File: src/rtl/rma_defines.vh
`ifndef RMA_DEFINES_VH
`define RMA_DEFINES_VH
// opcodes of the module-specific actions
`define RMA_OP_READ_PHYS 8'h00
`define RMA_OP_READ_PROG 8'h01
`define RMA_OP_WRITE_OUT 8'h02
`define RMA_OP_WRITE_MODE 8'h03
`define RMA_OP_READ_MODE 8'h04
`define RMA_OP_WRITE_PULSE 8'h05
`define RMA_OP_READ_PULSE 8'h06
// channel count and highest legal channel byte
`define RMA_CHANNELS 16
`define RMA_MAX_CHANNEL 8'h0F
// longest response message on the smallest host
`define RMA_MAX_RSP_BYTES 11
// timing: clock rate, tick period, debounce window
`define RMA_CLOCK_HZ 50000000
`define RMA_TICK_US 2000
`define RMA_TICK_CYCLES ((`RMA_CLOCK_HZ / 1000000) * `RMA_TICK_US)
`define RMA_DEBOUNCE_MS 10
`define RMA_DEBOUNCE_SAMPLES (`RMA_DEBOUNCE_MS * 1000 / `RMA_TICK_US)
// reset values
`define RMA_MODE_RESET 16'h0000
`define RMA_DRIVE_RESET 16'h0000
`endif

File: src/rtl/rma_debounce.v
`timescale 1ns/100ps
`default_nettype none
// per-channel filter: a state is taken only after it holds for the whole window
module rma_debounce #(
   parameter WIDTH = 16,
   parameter SAMPLES = 5
) (
   // clock and reset
   input wire clock,
   input wire sys_rst,
   // sample strobe and raw inputs
   input wire tick,
   input wire [WIDTH-1:0] raw,
   // filtered states
   output wire [WIDTH-1:0] stable
);
   genvar g;
   generate
      for (g = 0; g < WIDTH; g = g + 1) begin : chan
         reg [2:0] run;
         reg last;
         reg value;
         // count consecutive equal samples; accept at the window length
         always @(posedge clock) begin
            if (sys_rst) begin
               run <= 3'h0;
               last <= 1'b0;
               value <= 1'b0;
            end else if (tick) begin
               last <= raw[g];
               if (raw[g] != last) begin
                  run <= 3'h1;
               end else if (run < SAMPLES[2:0]) begin
                  run <= run + 3'h1;
               end
               if (raw[g] == last && run >= SAMPLES[2:0] - 3'h1) begin
                  value <= raw[g];
               end
            end
         end
         assign stable[g] = value;
      end
   endgenerate
endmodule // rma_debounce
`default_nettype wire

File: src/rtl/rma_pulse_store.v
`timescale 1ns/100ps
`default_nettype none
// per-channel pulse timing store: active and idle times in tick units
module rma_pulse_store #(
   parameter CHANNELS = 16
) (
   // clock and reset
   input wire clock,
   input wire sys_rst,
   // write port
   input wire wr_en,
   input wire [3:0] wr_chan,
   input wire [7:0] wr_active,
   input wire [7:0] wr_idle,
   // duty clear for channels entering pulse mode
   input wire [CHANNELS-1:0] clear_active,
   // read port, combinational
   input wire [3:0] rd_chan,
   output wire [7:0] rd_active,
   output wire [7:0] rd_idle
);
   reg [7:0] active_mem [0:CHANNELS-1];
   reg [7:0] idle_mem [0:CHANNELS-1];
   genvar g;
   generate
      for (g = 0; g < CHANNELS; g = g + 1) begin : entry
         // clear wins over a write in the same cycle so a fresh mode change stays safe
         always @(posedge clock) begin
            if (sys_rst) begin
               active_mem[g] <= 8'h00;
               idle_mem[g] <= 8'h00;
            end else begin
               if (clear_active[g]) begin
                  active_mem[g] <= 8'h00;
               end else if (wr_en && wr_chan == g) begin
                  active_mem[g] <= wr_active;
               end
               if (wr_en && wr_chan == g) begin
                  idle_mem[g] <= wr_idle;
               end
            end
         end
      end
   endgenerate
   assign rd_active = active_mem[rd_chan];
   assign rd_idle = idle_mem[rd_chan];
endmodule // rma_pulse_store
`default_nettype wire

File: src/rtl/rma_action_handler.v
`timescale 1ns/100ps
`default_nettype none
`include "rma_defines.vh"
////////////////////////////////////////////////////////////////////////////////
module rma_action_handler #(
   parameter CHANNELS = `RMA_CHANNELS,
   parameter TICK_CYCLES = `RMA_TICK_CYCLES
) (
   // clock and reset
   input wire clock,
   input wire sys_rst,
   // command byte stream
   input wire cmd_valid,
   input wire [7:0] cmd_byte,
   input wire cmd_start,
   output reg cmd_ready,
   // response byte stream
   output reg rsp_valid,
   output reg [7:0] rsp_byte,
   output reg rsp_last,
   output reg act_done,
   output reg act_refused,
   // channel pins
   input wire [CHANNELS-1:0] chan_in,
   output reg [CHANNELS-1:0] chan_drive,
   // status
   output reg [CHANNELS-1:0] channel_mode,
   output reg tick
);
   // one-hot states
   localparam ST_OPCODE = 6'h01;
   localparam ST_ARG0 = 6'h02;
   localparam ST_ARG1 = 6'h04;
   localparam ST_ARG2 = 6'h08;
   localparam ST_RSP = 6'h10;
   localparam ST_DONE = 6'h20;

   ////////////////////////////////////////////////////////////////////////////
   // sampling and update tick
   reg [31:0] tick_count;
   always @(posedge clock) begin
      if (sys_rst) begin
         tick_count <= 32'h00000000;
         tick <= 1'b0;
      end else if (tick_count == TICK_CYCLES - 1) begin
         tick_count <= 32'h00000000;
         tick <= 1'b1;
      end else begin
         tick_count <= tick_count + 32'h00000001;
         tick <= 1'b0;
      end
   end

   ////////////////////////////////////////////////////////////////////////////
   // debounced inputs and pulse timing store
   wire [CHANNELS-1:0] phys_state;
   rma_debounce #(
      .WIDTH(CHANNELS),
      .SAMPLES(`RMA_DEBOUNCE_SAMPLES)
   ) u_debounce (
      .clock(clock),
      .sys_rst(sys_rst),
      .tick(tick),
      .raw(chan_in),
      .stable(phys_state)
   );

   reg state_pwr_wr;
   reg [3:0] pulse_chan;
   reg [7:0] pulse_active;
   reg [7:0] pulse_idle; // held here: the client may drop the byte right after the accept
   reg [CHANNELS-1:0] enter_pulse;
   wire [7:0] rd_active;
   wire [7:0] rd_idle;
   rma_pulse_store #(
      .CHANNELS(CHANNELS)
   ) u_pulse (
      .clock(clock),
      .sys_rst(sys_rst),
      .wr_en(state_pwr_wr),
      .wr_chan(pulse_chan),
      .wr_active(pulse_active),
      .wr_idle(pulse_idle),
      .clear_active(enter_pulse),
      .rd_chan(pulse_chan),
      .rd_active(rd_active),
      .rd_idle(rd_idle)
   );

   ////////////////////////////////////////////////////////////////////////////
   // action sequencer
   reg [5:0] state;
   reg [7:0] opcode;
   reg [7:0] arg_low;
   reg [1:0] rsp_idx;
   reg [1:0] rsp_len;
   reg [15:0] rsp_word;
   reg chan_bad;
   reg [CHANNELS-1:0] pending_drive;
   reg [CHANNELS-1:0] pending_mask;
   reg pending;
   wire take = cmd_valid & cmd_ready;
   wire [CHANNELS-1:0] new_mode = {cmd_byte, arg_low};

   always @(posedge clock) begin
      if (sys_rst) begin
         state <= ST_OPCODE;
         opcode <= 8'h00;
         arg_low <= 8'h00;
         rsp_idx <= 2'h0;
         rsp_len <= 2'h0;
         rsp_word <= 16'h0000;
         chan_bad <= 1'b0;
         pulse_chan <= 4'h0;
         pulse_active <= 8'h00;
         pulse_idle <= 8'h00;
         state_pwr_wr <= 1'b0;
         enter_pulse <= {CHANNELS{1'b0}};
         channel_mode <= `RMA_MODE_RESET;
         cmd_ready <= 1'b0;
         rsp_valid <= 1'b0;
         rsp_byte <= 8'h00;
         rsp_last <= 1'b0;
         act_done <= 1'b0;
         act_refused <= 1'b0;
         pending_drive <= {CHANNELS{1'b0}};
         pending_mask <= {CHANNELS{1'b0}};
         pending <= 1'b0;
      end else begin
         state_pwr_wr <= 1'b0;
         enter_pulse <= {CHANNELS{1'b0}};
         rsp_valid <= 1'b0;
         rsp_last <= 1'b0;
         act_done <= 1'b0;
         act_refused <= 1'b0;
         cmd_ready <= 1'b0;
         if (tick) begin
            pending <= 1'b0; // deferred write consumed by the driver stage
         end
         case (state)
            ST_OPCODE: begin
               cmd_ready <= ~take;
               if (take) begin
                  opcode <= cmd_byte; // each action runs to its end before the next
                  cmd_ready <= 1'b0;
                  case (cmd_byte)
                     `RMA_OP_READ_PHYS: begin
                        rsp_word <= phys_state; // all channels, any mode
                        rsp_len <= 2'h2;
                        rsp_idx <= 2'h0;
                        state <= ST_RSP;
                     end
                     `RMA_OP_READ_PROG: begin
                        rsp_word <= chan_drive; // pulse-mode bits undefined
                        rsp_len <= 2'h2;
                        rsp_idx <= 2'h0;
                        state <= ST_RSP;
                     end
                     `RMA_OP_READ_MODE: begin
                        rsp_word <= channel_mode;
                        rsp_len <= 2'h2;
                        rsp_idx <= 2'h0;
                        state <= ST_RSP;
                     end
                     `RMA_OP_WRITE_OUT, `RMA_OP_WRITE_MODE, `RMA_OP_WRITE_PULSE, `RMA_OP_READ_PULSE: begin
                        state <= ST_ARG0;
                     end
                     default: begin
                        act_refused <= 1'b1; // no state touched
                        state <= ST_DONE;
                     end
                  endcase
               end
            end
            ST_ARG0: begin
               cmd_ready <= ~take;
               if (take) begin
                  arg_low <= cmd_byte;
                  pulse_chan <= cmd_byte[3:0];
                  chan_bad <= cmd_byte > `RMA_MAX_CHANNEL;
                  if (opcode == `RMA_OP_READ_PULSE) begin
                     state <= ST_RSP;
                     rsp_len <= 2'h2;
                     rsp_idx <= 2'h0;
                     rsp_word <= 16'h0000;
                     if (cmd_byte > `RMA_MAX_CHANNEL) begin
                        rsp_len <= 2'h0; // bad channel: answer nothing
                        act_refused <= 1'b1;
                        state <= ST_DONE;
                     end
                  end else begin
                     state <= ST_ARG1;
                  end
               end
            end
            ST_ARG1: begin
               cmd_ready <= ~take;
               if (take) begin
                  state <= ST_DONE;
                  if (opcode == `RMA_OP_WRITE_OUT) begin
                     // latch for the next tick; pulse channels masked out
                     pending_drive <= {cmd_byte, arg_low};
                     pending_mask <= ~channel_mode;
                     pending <= 1'b1;
                  end else if (opcode == `RMA_OP_WRITE_MODE) begin
                     enter_pulse <= new_mode & ~channel_mode;
                     channel_mode <= new_mode;
                  end else begin
                     pulse_active <= cmd_byte; // 2 ms units, full byte range
                     state <= ST_ARG2;
                  end
               end
            end
            ST_ARG2: begin
               cmd_ready <= ~take;
               if (take) begin
                  pulse_idle <= cmd_byte;
                  state_pwr_wr <= ~chan_bad;
                  act_refused <= chan_bad;
                  state <= ST_DONE;
               end
            end
            ST_RSP: begin
               rsp_valid <= 1'b1; // at most two bytes per action, well under the cap
               if (opcode == `RMA_OP_READ_PULSE) begin
                  rsp_byte <= (rsp_idx == 2'h0) ? rd_active : rd_idle;
               end else begin
                  rsp_byte <= (rsp_idx == 2'h0) ? rsp_word[7:0] : rsp_word[15:8]; // low first
               end
               rsp_last <= rsp_idx == rsp_len - 2'h1;
               rsp_idx <= rsp_idx + 2'h1;
               if (rsp_idx == rsp_len - 2'h1) begin
                  state <= ST_DONE;
               end
            end
            ST_DONE: begin
               act_done <= 1'b1; // acknowledged no later than the driver moves
               state <= ST_OPCODE;
            end
            default: begin
               state <= ST_OPCODE;
            end
         endcase
         if (cmd_start && state == ST_OPCODE && !take) begin
            state <= ST_OPCODE; // message boundary: stay ready for the first opcode
         end
      end
   end

   ////////////////////////////////////////////////////////////////////////////
   // driver stage: standard channels from the deferred write, pulse channels from timing
   reg [CHANNELS-1:0] mode_seen;
   wire [CHANNELS-1:0] pulse_level;
   genvar g;
   generate
      for (g = 0; g < CHANNELS; g = g + 1) begin : pwm
         reg [8:0] phase;
         reg [7:0] on_t;
         reg [7:0] off_t;
         reg level;
         // simple per-channel waveform; detail of the shaping is not critical here
         always @(posedge clock) begin
            if (sys_rst || !channel_mode[g] || enter_pulse[g]) begin
               phase <= 9'h000;
               on_t <= 8'h00;
               off_t <= 8'h00;
               level <= 1'b0;
            end else begin
               if (state_pwr_wr && pulse_chan == g) begin
                  on_t <= pulse_active;
                  off_t <= pulse_idle;
               end
               if (tick) begin
                  if (phase + 9'h001 >= {1'b0, on_t} + {1'b0, off_t}) begin
                     phase <= 9'h000;
                  end else begin
                     phase <= phase + 9'h001;
                  end
                  level <= phase < {1'b0, on_t};
               end
            end
         end
         assign pulse_level[g] = level;
      end
   endgenerate

   always @(posedge clock) begin
      if (sys_rst) begin
         chan_drive <= `RMA_DRIVE_RESET;
         mode_seen <= `RMA_MODE_RESET;
      end else begin
         mode_seen <= channel_mode;
         // all bits of a deferred write switch on one tick; channels entering standard go off at once, off the tick
         chan_drive <= (channel_mode & pulse_level) |
                       (~channel_mode & mode_seen & {CHANNELS{1'b0}}) | // entering standard: forced off
                       (~channel_mode & ~mode_seen &
                        ((tick && pending) ? ((pending_drive & pending_mask) | (chan_drive & ~pending_mask))
                                           : chan_drive));
      end
   end
endmodule // rma_action_handler
`default_nettype wire

File: config.mk
export PLATFORM = sky130hd
export DESIGN_NAME = rma_action_handler
export DESIGN_NICKNAME = d
export VERILOG_FILES = /design/src/rtl/rma_debounce.v /design/src/rtl/rma_pulse_store.v /design/src/rtl/rma_action_handler.v
export VERILOG_INCLUDE_DIRS = /design/src /design/src/rtl
export SDC_FILE = /design/constraint.sdc
export NUM_CORES = 2
export LEC_CHECK = 0
export BUFFER_PORTS_ARGS = -buffer_cell sky130_fd_sc_hd__buf_2
export CAP_MARGIN = 15
export CORE_UTILIZATION = 35
export DETAILED_ROUTE_END_ITERATION = 8
export HOLD_SLACK_MARGIN = 0.15
export PLACE_DENSITY = 0.56
export SKIP_CTS_REPAIR_TIMING = 1
export SYNTH_ARGS = -nofsm -noshare
export SYNTH_HDL_FRONTEND = slang
export SYNTH_HIERARCHICAL = 1
export SYNTH_SLANG_ARGS = --single-unit
export TNS_END_PERCENT = 10
File: constraint.sdc
create_clock -name clock -period 4.1 [get_ports clock]
set_clock_uncertainty 0.2 [all_clocks]
set_input_delay 0.41 -clock clock [delete_from_list [all_inputs] [get_ports clock]]
set_output_delay 0.41 -clock clock [all_outputs]
set_load 0.005 [all_outputs]
* Word-level counts from Yosys, hierarchy flattened
Memory sizes are Yosys's and may differ from the RTL's. A register that Yosys moved wholly into a read port is not among the register bits.
Index checks and enable logic that the tools add are counted.
** Storage, ports and cells
- Bits of input ports :: 28
- Logic and storage cells :: 844
- Memory bits (writable) :: 256
- Output and inout port bits :: 46
- Memories kept :: 2
- Bits in registers :: 703
** Memory list
- u_pulse.active_mem :: depth 16, bits a word 8, read ports 1, clocked after Yosys merged registers in 1, write ports 16, RTL line rma_pulse_store.v:22 : reg [7:0] active_mem [0:CHANNELS-1];
- u_pulse.idle_mem :: depth 16, bits a word 8, read ports 1, clocked after Yosys merged registers in 1, write ports 16, RTL line rma_pulse_store.v:23 : reg [7:0] idle_mem [0:CHANNELS-1];
** Cells by class
- Magnitude comparators :: 65
- Bitwise gates (word level) :: 67
- Equality and inequality tests :: 72
- Add/subtract/negate cells :: 51
- Muxes and demuxes :: 293
- Reduce and logical (&&, ||, !) cells :: 156
** Operator list (number)
- $mux W8 :: 51
- $mux W1 :: 160
- $add A8 B8 Y9 :: 16
- $add A9 B1 Y9 const B :: 16
- $ge A9 B9 Y1 :: 16
- $lt A9 B8 Y1 :: 16
- $mux W9 :: 16
- $and A16 B16 Y16 :: 6
- $mux W3 :: 32
- $reduce_and A2 Y1 :: 35
- $mux W16 :: 4
- $mux W6 :: 9
- $add A3 B1 Y3 const B :: 16
- $ge A3 B3 Y1 const B :: 16
- $lt A3 B3 Y1 const B :: 16
- $not A16 Y16 :: 3
- $or A1 B1 Y1 :: 48
- $pmux W16 S3 :: 1
- $logic_and A1 B1 Y1 :: 35
- $reduce_bool A2 Y1 :: 17
- $add A32 B1 Y32 const B :: 1
- $eq A32 B17 Y1 const B :: 1
- $eq A4 B4 Y1 const B :: 8
- $eq A8 B2 Y1 const B :: 4
- 45 further kinds :: 161

* Logic depth before layout (Yosys ltp)
- Depth in word-level cells :: 7
- Depth in mapped cells :: 14

* Modules after synthesis
Netlist, hierarchy kept.
** Modules (own cells, without submodules)
- rma_action_handler :: times used 1, seq. area each 12371.9 µm², area each 35850.6 µm², cells each 4343
- rma_pulse_store :: times used 1, seq. area each 7687.4 µm², area each 11875.1 µm², cells each 767
- rma_debounce :: times used 1, seq. area each 1601.5 µm², area each 4302.9 µm², cells each 490

* Worst setup path after synthesis
OpenSTA, ideal clock, no wires.
- Kind :: reg2reg
- From :: reg pwm[4].on_t[0]
- To :: reg pwm[4].phase[5]
- Library setup time :: 0.071 ns
- Cell stages (with the launch flop) :: 15
- Period minus slack after synthesis :: 3.412 ns
- Setup slack :: 0.688 ns
- Data arrival time :: 3.141 ns
- Path through :: dfxtp_1 -> ha_1 -> inv_1 -> fa_1 -> nor2b_1 -> o21ai_0 -> a21boi_0 -> o21ai_0 -> a21bo_2 -> ha_1 -> a21o_1 -> a221o_1 -> a221oi_2 -> o21ai_0 -> a21oi_1
** Between the ends
- Word-level cells in the longest chain between the ends :: 3
** RTL lines
- start: declaration :: RTL line rma_action_handler.v:258 : reg [7:0] on_t;
- start signal: assignment :: RTL line rma_action_handler.v:270 : on_t <= pulse_active;
- $add A8 B8 Y9 :: RTL line rma_action_handler.v:274 : if (phase + 9'h001 >= {1'b0, on_t} + {1'b0, off_t}) begin
- $ge A9 B9 Y1 :: RTL line rma_action_handler.v:274
- $mux W9 :: RTL line rma_action_handler.v:274
- end signal: assignment :: RTL line rma_action_handler.v:277 : phase <= phase + 9'h001;
- end: declaration :: RTL line rma_action_handler.v:257 : reg [8:0] phase;
Every way passes these cells.
A chain may end at the register's enable or synchronous reset.

* Final worst setup path
- From :: reg pwm[0].on_t[0]
- To :: reg pwm[0].phase[6]
** Between the ends
- Word-level cells in the longest chain between the ends :: 3
** RTL lines (RTL line)
- start: declaration :: rma_action_handler.v:258
- start signal: assignment :: rma_action_handler.v:270
- $add A8 B8 Y9 :: rma_action_handler.v:274
- $ge A9 B9 Y1 :: rma_action_handler.v:274
- $mux W9 :: rma_action_handler.v:274
- end signal: assignment :: rma_action_handler.v:277
- end: declaration :: rma_action_handler.v:257
Every way passes these cells.

==> flow_summary.ini <==
[status]
status = completed

[cells_and_area]
fillCellCount = 14500
syn2layout_area_growth_pct = 12.5
multiInputGateArea_um2 = 28300
seq_area_um2 = 21700
antenna_cells = 0
final_nets = 6099
drive_gt1_share_pct = 10.5

[critical_path]
critical-path-max-stage-delay_ns = 0.61
worstPathMaxFanout = 9
end_kind = flop
crit_start = pwm[0].on_t[0]
arrival_ns = 4.21
cp-start-kind = flop
cp_slowest_cell = a221oi_2
r2r_start = pwm[0].on_t[0]
required_ns = 4.53
crit_chain = ha_1 -> inv_1 -> fa_1 -> nor2b_1 -> o21ai_0 -> a21boi_0 -> o21ai_0 -> a21bo_2 -> ha_1 -> a21o_1 -> a221o_1 -> a221oi_2 -> o21ai_0 -> a21oi_1
timing.critical_path.buf_inv = 1
critPathTopFamily = compound AO/OA/AOI/OAI gates
path_class = flop to flop
path_common_cell = o21ai_0

[placement]
io_buffers = 73
dp.final_hpwl_mm = 101
gp_congestion = 0.840
dpl_worst_slack_ns = 0.240

[hold_path]
hold_path.class = input pin to flop
min_from = cmd_byte[2]

[floorplanning]
start_util_pct = 35.2
floorplan.rows = 141
dieArea_um2 = 150000
coreArea_um2 = 148000
ioPinCount = 74
die_w_um = 388
chipHeight_um = 388

[routing]
avgViaCountPerCell = 5.28
drtPass1Iterations = 7
ant_nets = 0
drc = 0
vias = 40400
drt-wirelength-per-cell_um = 19.3
drt_iter0_markers = 2972
wirelength_mm = 148

[sta]
fin_ws_ns = 0.311
rsz0062_at_grt = false
finalSetupTns_ns = 0
hold_viol = 0
relSlewSlack_pct = 22.8
max_freq_mhz = 264
slew_violations = 0
max_slew.worst_pin.slew_ns = 1.16
min_period_ns = 3.79
setup_violations = 0
period_share_pct = 92.4

[global_route]
grt_busiest_layer = met2
grt_pass1_vias = 38500
grt_pass1_wl_mm = 228
use_met3_pct = 3.67
grt_usage_pct = 19.3
grt_max_degree = 106
met1_usage_pct = 26.4
grt_use_met2_pct = 31.0
antenna_found_initial = 4
grt_overflow = 0

[clock_network]
cts_max_level = 3
cts.sinks = 954
cts_tree = built
clkTransAtPathRegs_ns = 0.06
numCtsBuffers = 104
insertion_delay_ns = 0.71
cts_root_buf = clkbuf_16
clockBufferDepth = 3

[synthesis]
yosysTopAreaCell = dfxtp_1
synth_top_area_share_pct = 26.9
synth_most_common_cell = nand2_1
syn-num-nets = 6062
postSynthAreaPerCell_um2 = 9.29
ys_top_cells_by_area = dfxtp_1 27%, edfxtp_1 15%, ha_1 10%
yosysSeqAreaShare_pct = 41.6
synth_top_flop_cell = dfxtp_1
netlist_top_cells_count = 803 x nand2_1, 698 x dfxtp_1, 447 x nor2_1
ys_warn_count = 6
postSynthCellCount = 5600
ys_types = 83
synth-seq-cells = 954
synth_area_um2 = 52000
synth_edf_count = 256
synthArstFlopShare_pct = 0

[flow_run]
max-cap-violations = 0

[power_and_ir_drop]
totalPowerFinal_mw = 20.5
power.leakage_nw = 21.3
ir_drop_v = 0.000281
powerDensity_nw_per_um2 = 350
[cells in the final DEF (no fill, tap or decap), types with 120 or more instances in the layout]
master and count:
dfxtp_1 679, buf_4 130, o21ai_0 146, xor2_1 124, mux2i_1 120, a22oi_1 128
and2_1 288, ha_1 418, nand2_1 803, nor2_1 447, edfxtp_1 256, inv_1 222
a21oi_1 407
[power by group]
group / total, mW / switching (mW) / internal (mW)
Clock: 10.1 / 4.06 / 6.05
Sequential: 9.87 / 0.0670 / 9.80
Combinational: 0.523 / 0.325 / 0.198
Total: 20.5 / 4.46 / 16.0
[per-stage QoR]
step,hold WS [ns],area (um^2),instances,util [%]
detailed placement,0.244,54600,7434,37.0
CTS,-0.240,58200,7625,39.4
global placement,0.229,54600,7434,37.0
finish,0.189,58600,7652,39.7
floorplan,0.218,52000,5600,-
global route,0.236,58600,7652,39.7
[tightest hold or removal path, stage by stage]
cell     delay [ns]
buf_2          0.09
and2_1         0.19
xnor2_1        0.13
nor4_1         0.05
mux2i_1        0.13
nor2_1         0.05
[metal layers]
metal | part of all wire [%] | wire length [um]
met1 | 46 | 68500
met5 | 0.0088 | 13
met4 | 2.3 | 3400
met3 | 5.9 | 8700
met2 | 46 | 67400
[path summary, 6_finish.rpt]
kind / endpoint / slack (ns) / cells past startpoint
setup / recovery: pwm[0].phase[6] / 0.31 / 14
hold / removal: state[1] / 0.19 / 6
setup reg to reg: pwm[0].phase[6] / 0.31 / 14
hold reg to reg: pending_drive[3] / 0.25 / 2
[sequential cells by signal, summed over array words and instances (netlist names), 32 cells and up]
name and flops:
u_pulse/idle_mem 128, u_debounce/chan.run 48, u_pulse/active_mem 128, pwm.on_t 128
pwm.off_t 128, pwm.phase 144, tick_count 32
[kinds of logic (layout without fill, tap and decap cells)]
family / count (synthesis) / after routing / share of synthesized area (%)
AND/OR/NAND/NOR: 2121 / 2121 / 19.8
AO/OA/AOI/OAI: 1165 / 1165 / 14.8
flip-flops: 954 / 954 / 41.6
buffers and inverters: 526 / 648 / 4.16
adder cells (fa/ha/maj): 434 / 434 / 10.7
XOR/XNOR: 207 / 207 / 3.72
multiplexers: 193 / 193 / 5.27
[cell type report]
type	count	share of cell area [%]
Multi-Input combinational cell	4120	48.3
Sequential cell	954	37.1
Clock buffer	142	5.06
Tap cell	1930	4.12
Timing Repair Buffer	233	2.87
Inverter	224	1.44
Clock inverter	49	1.16
(Power assumes the default switching activity.)
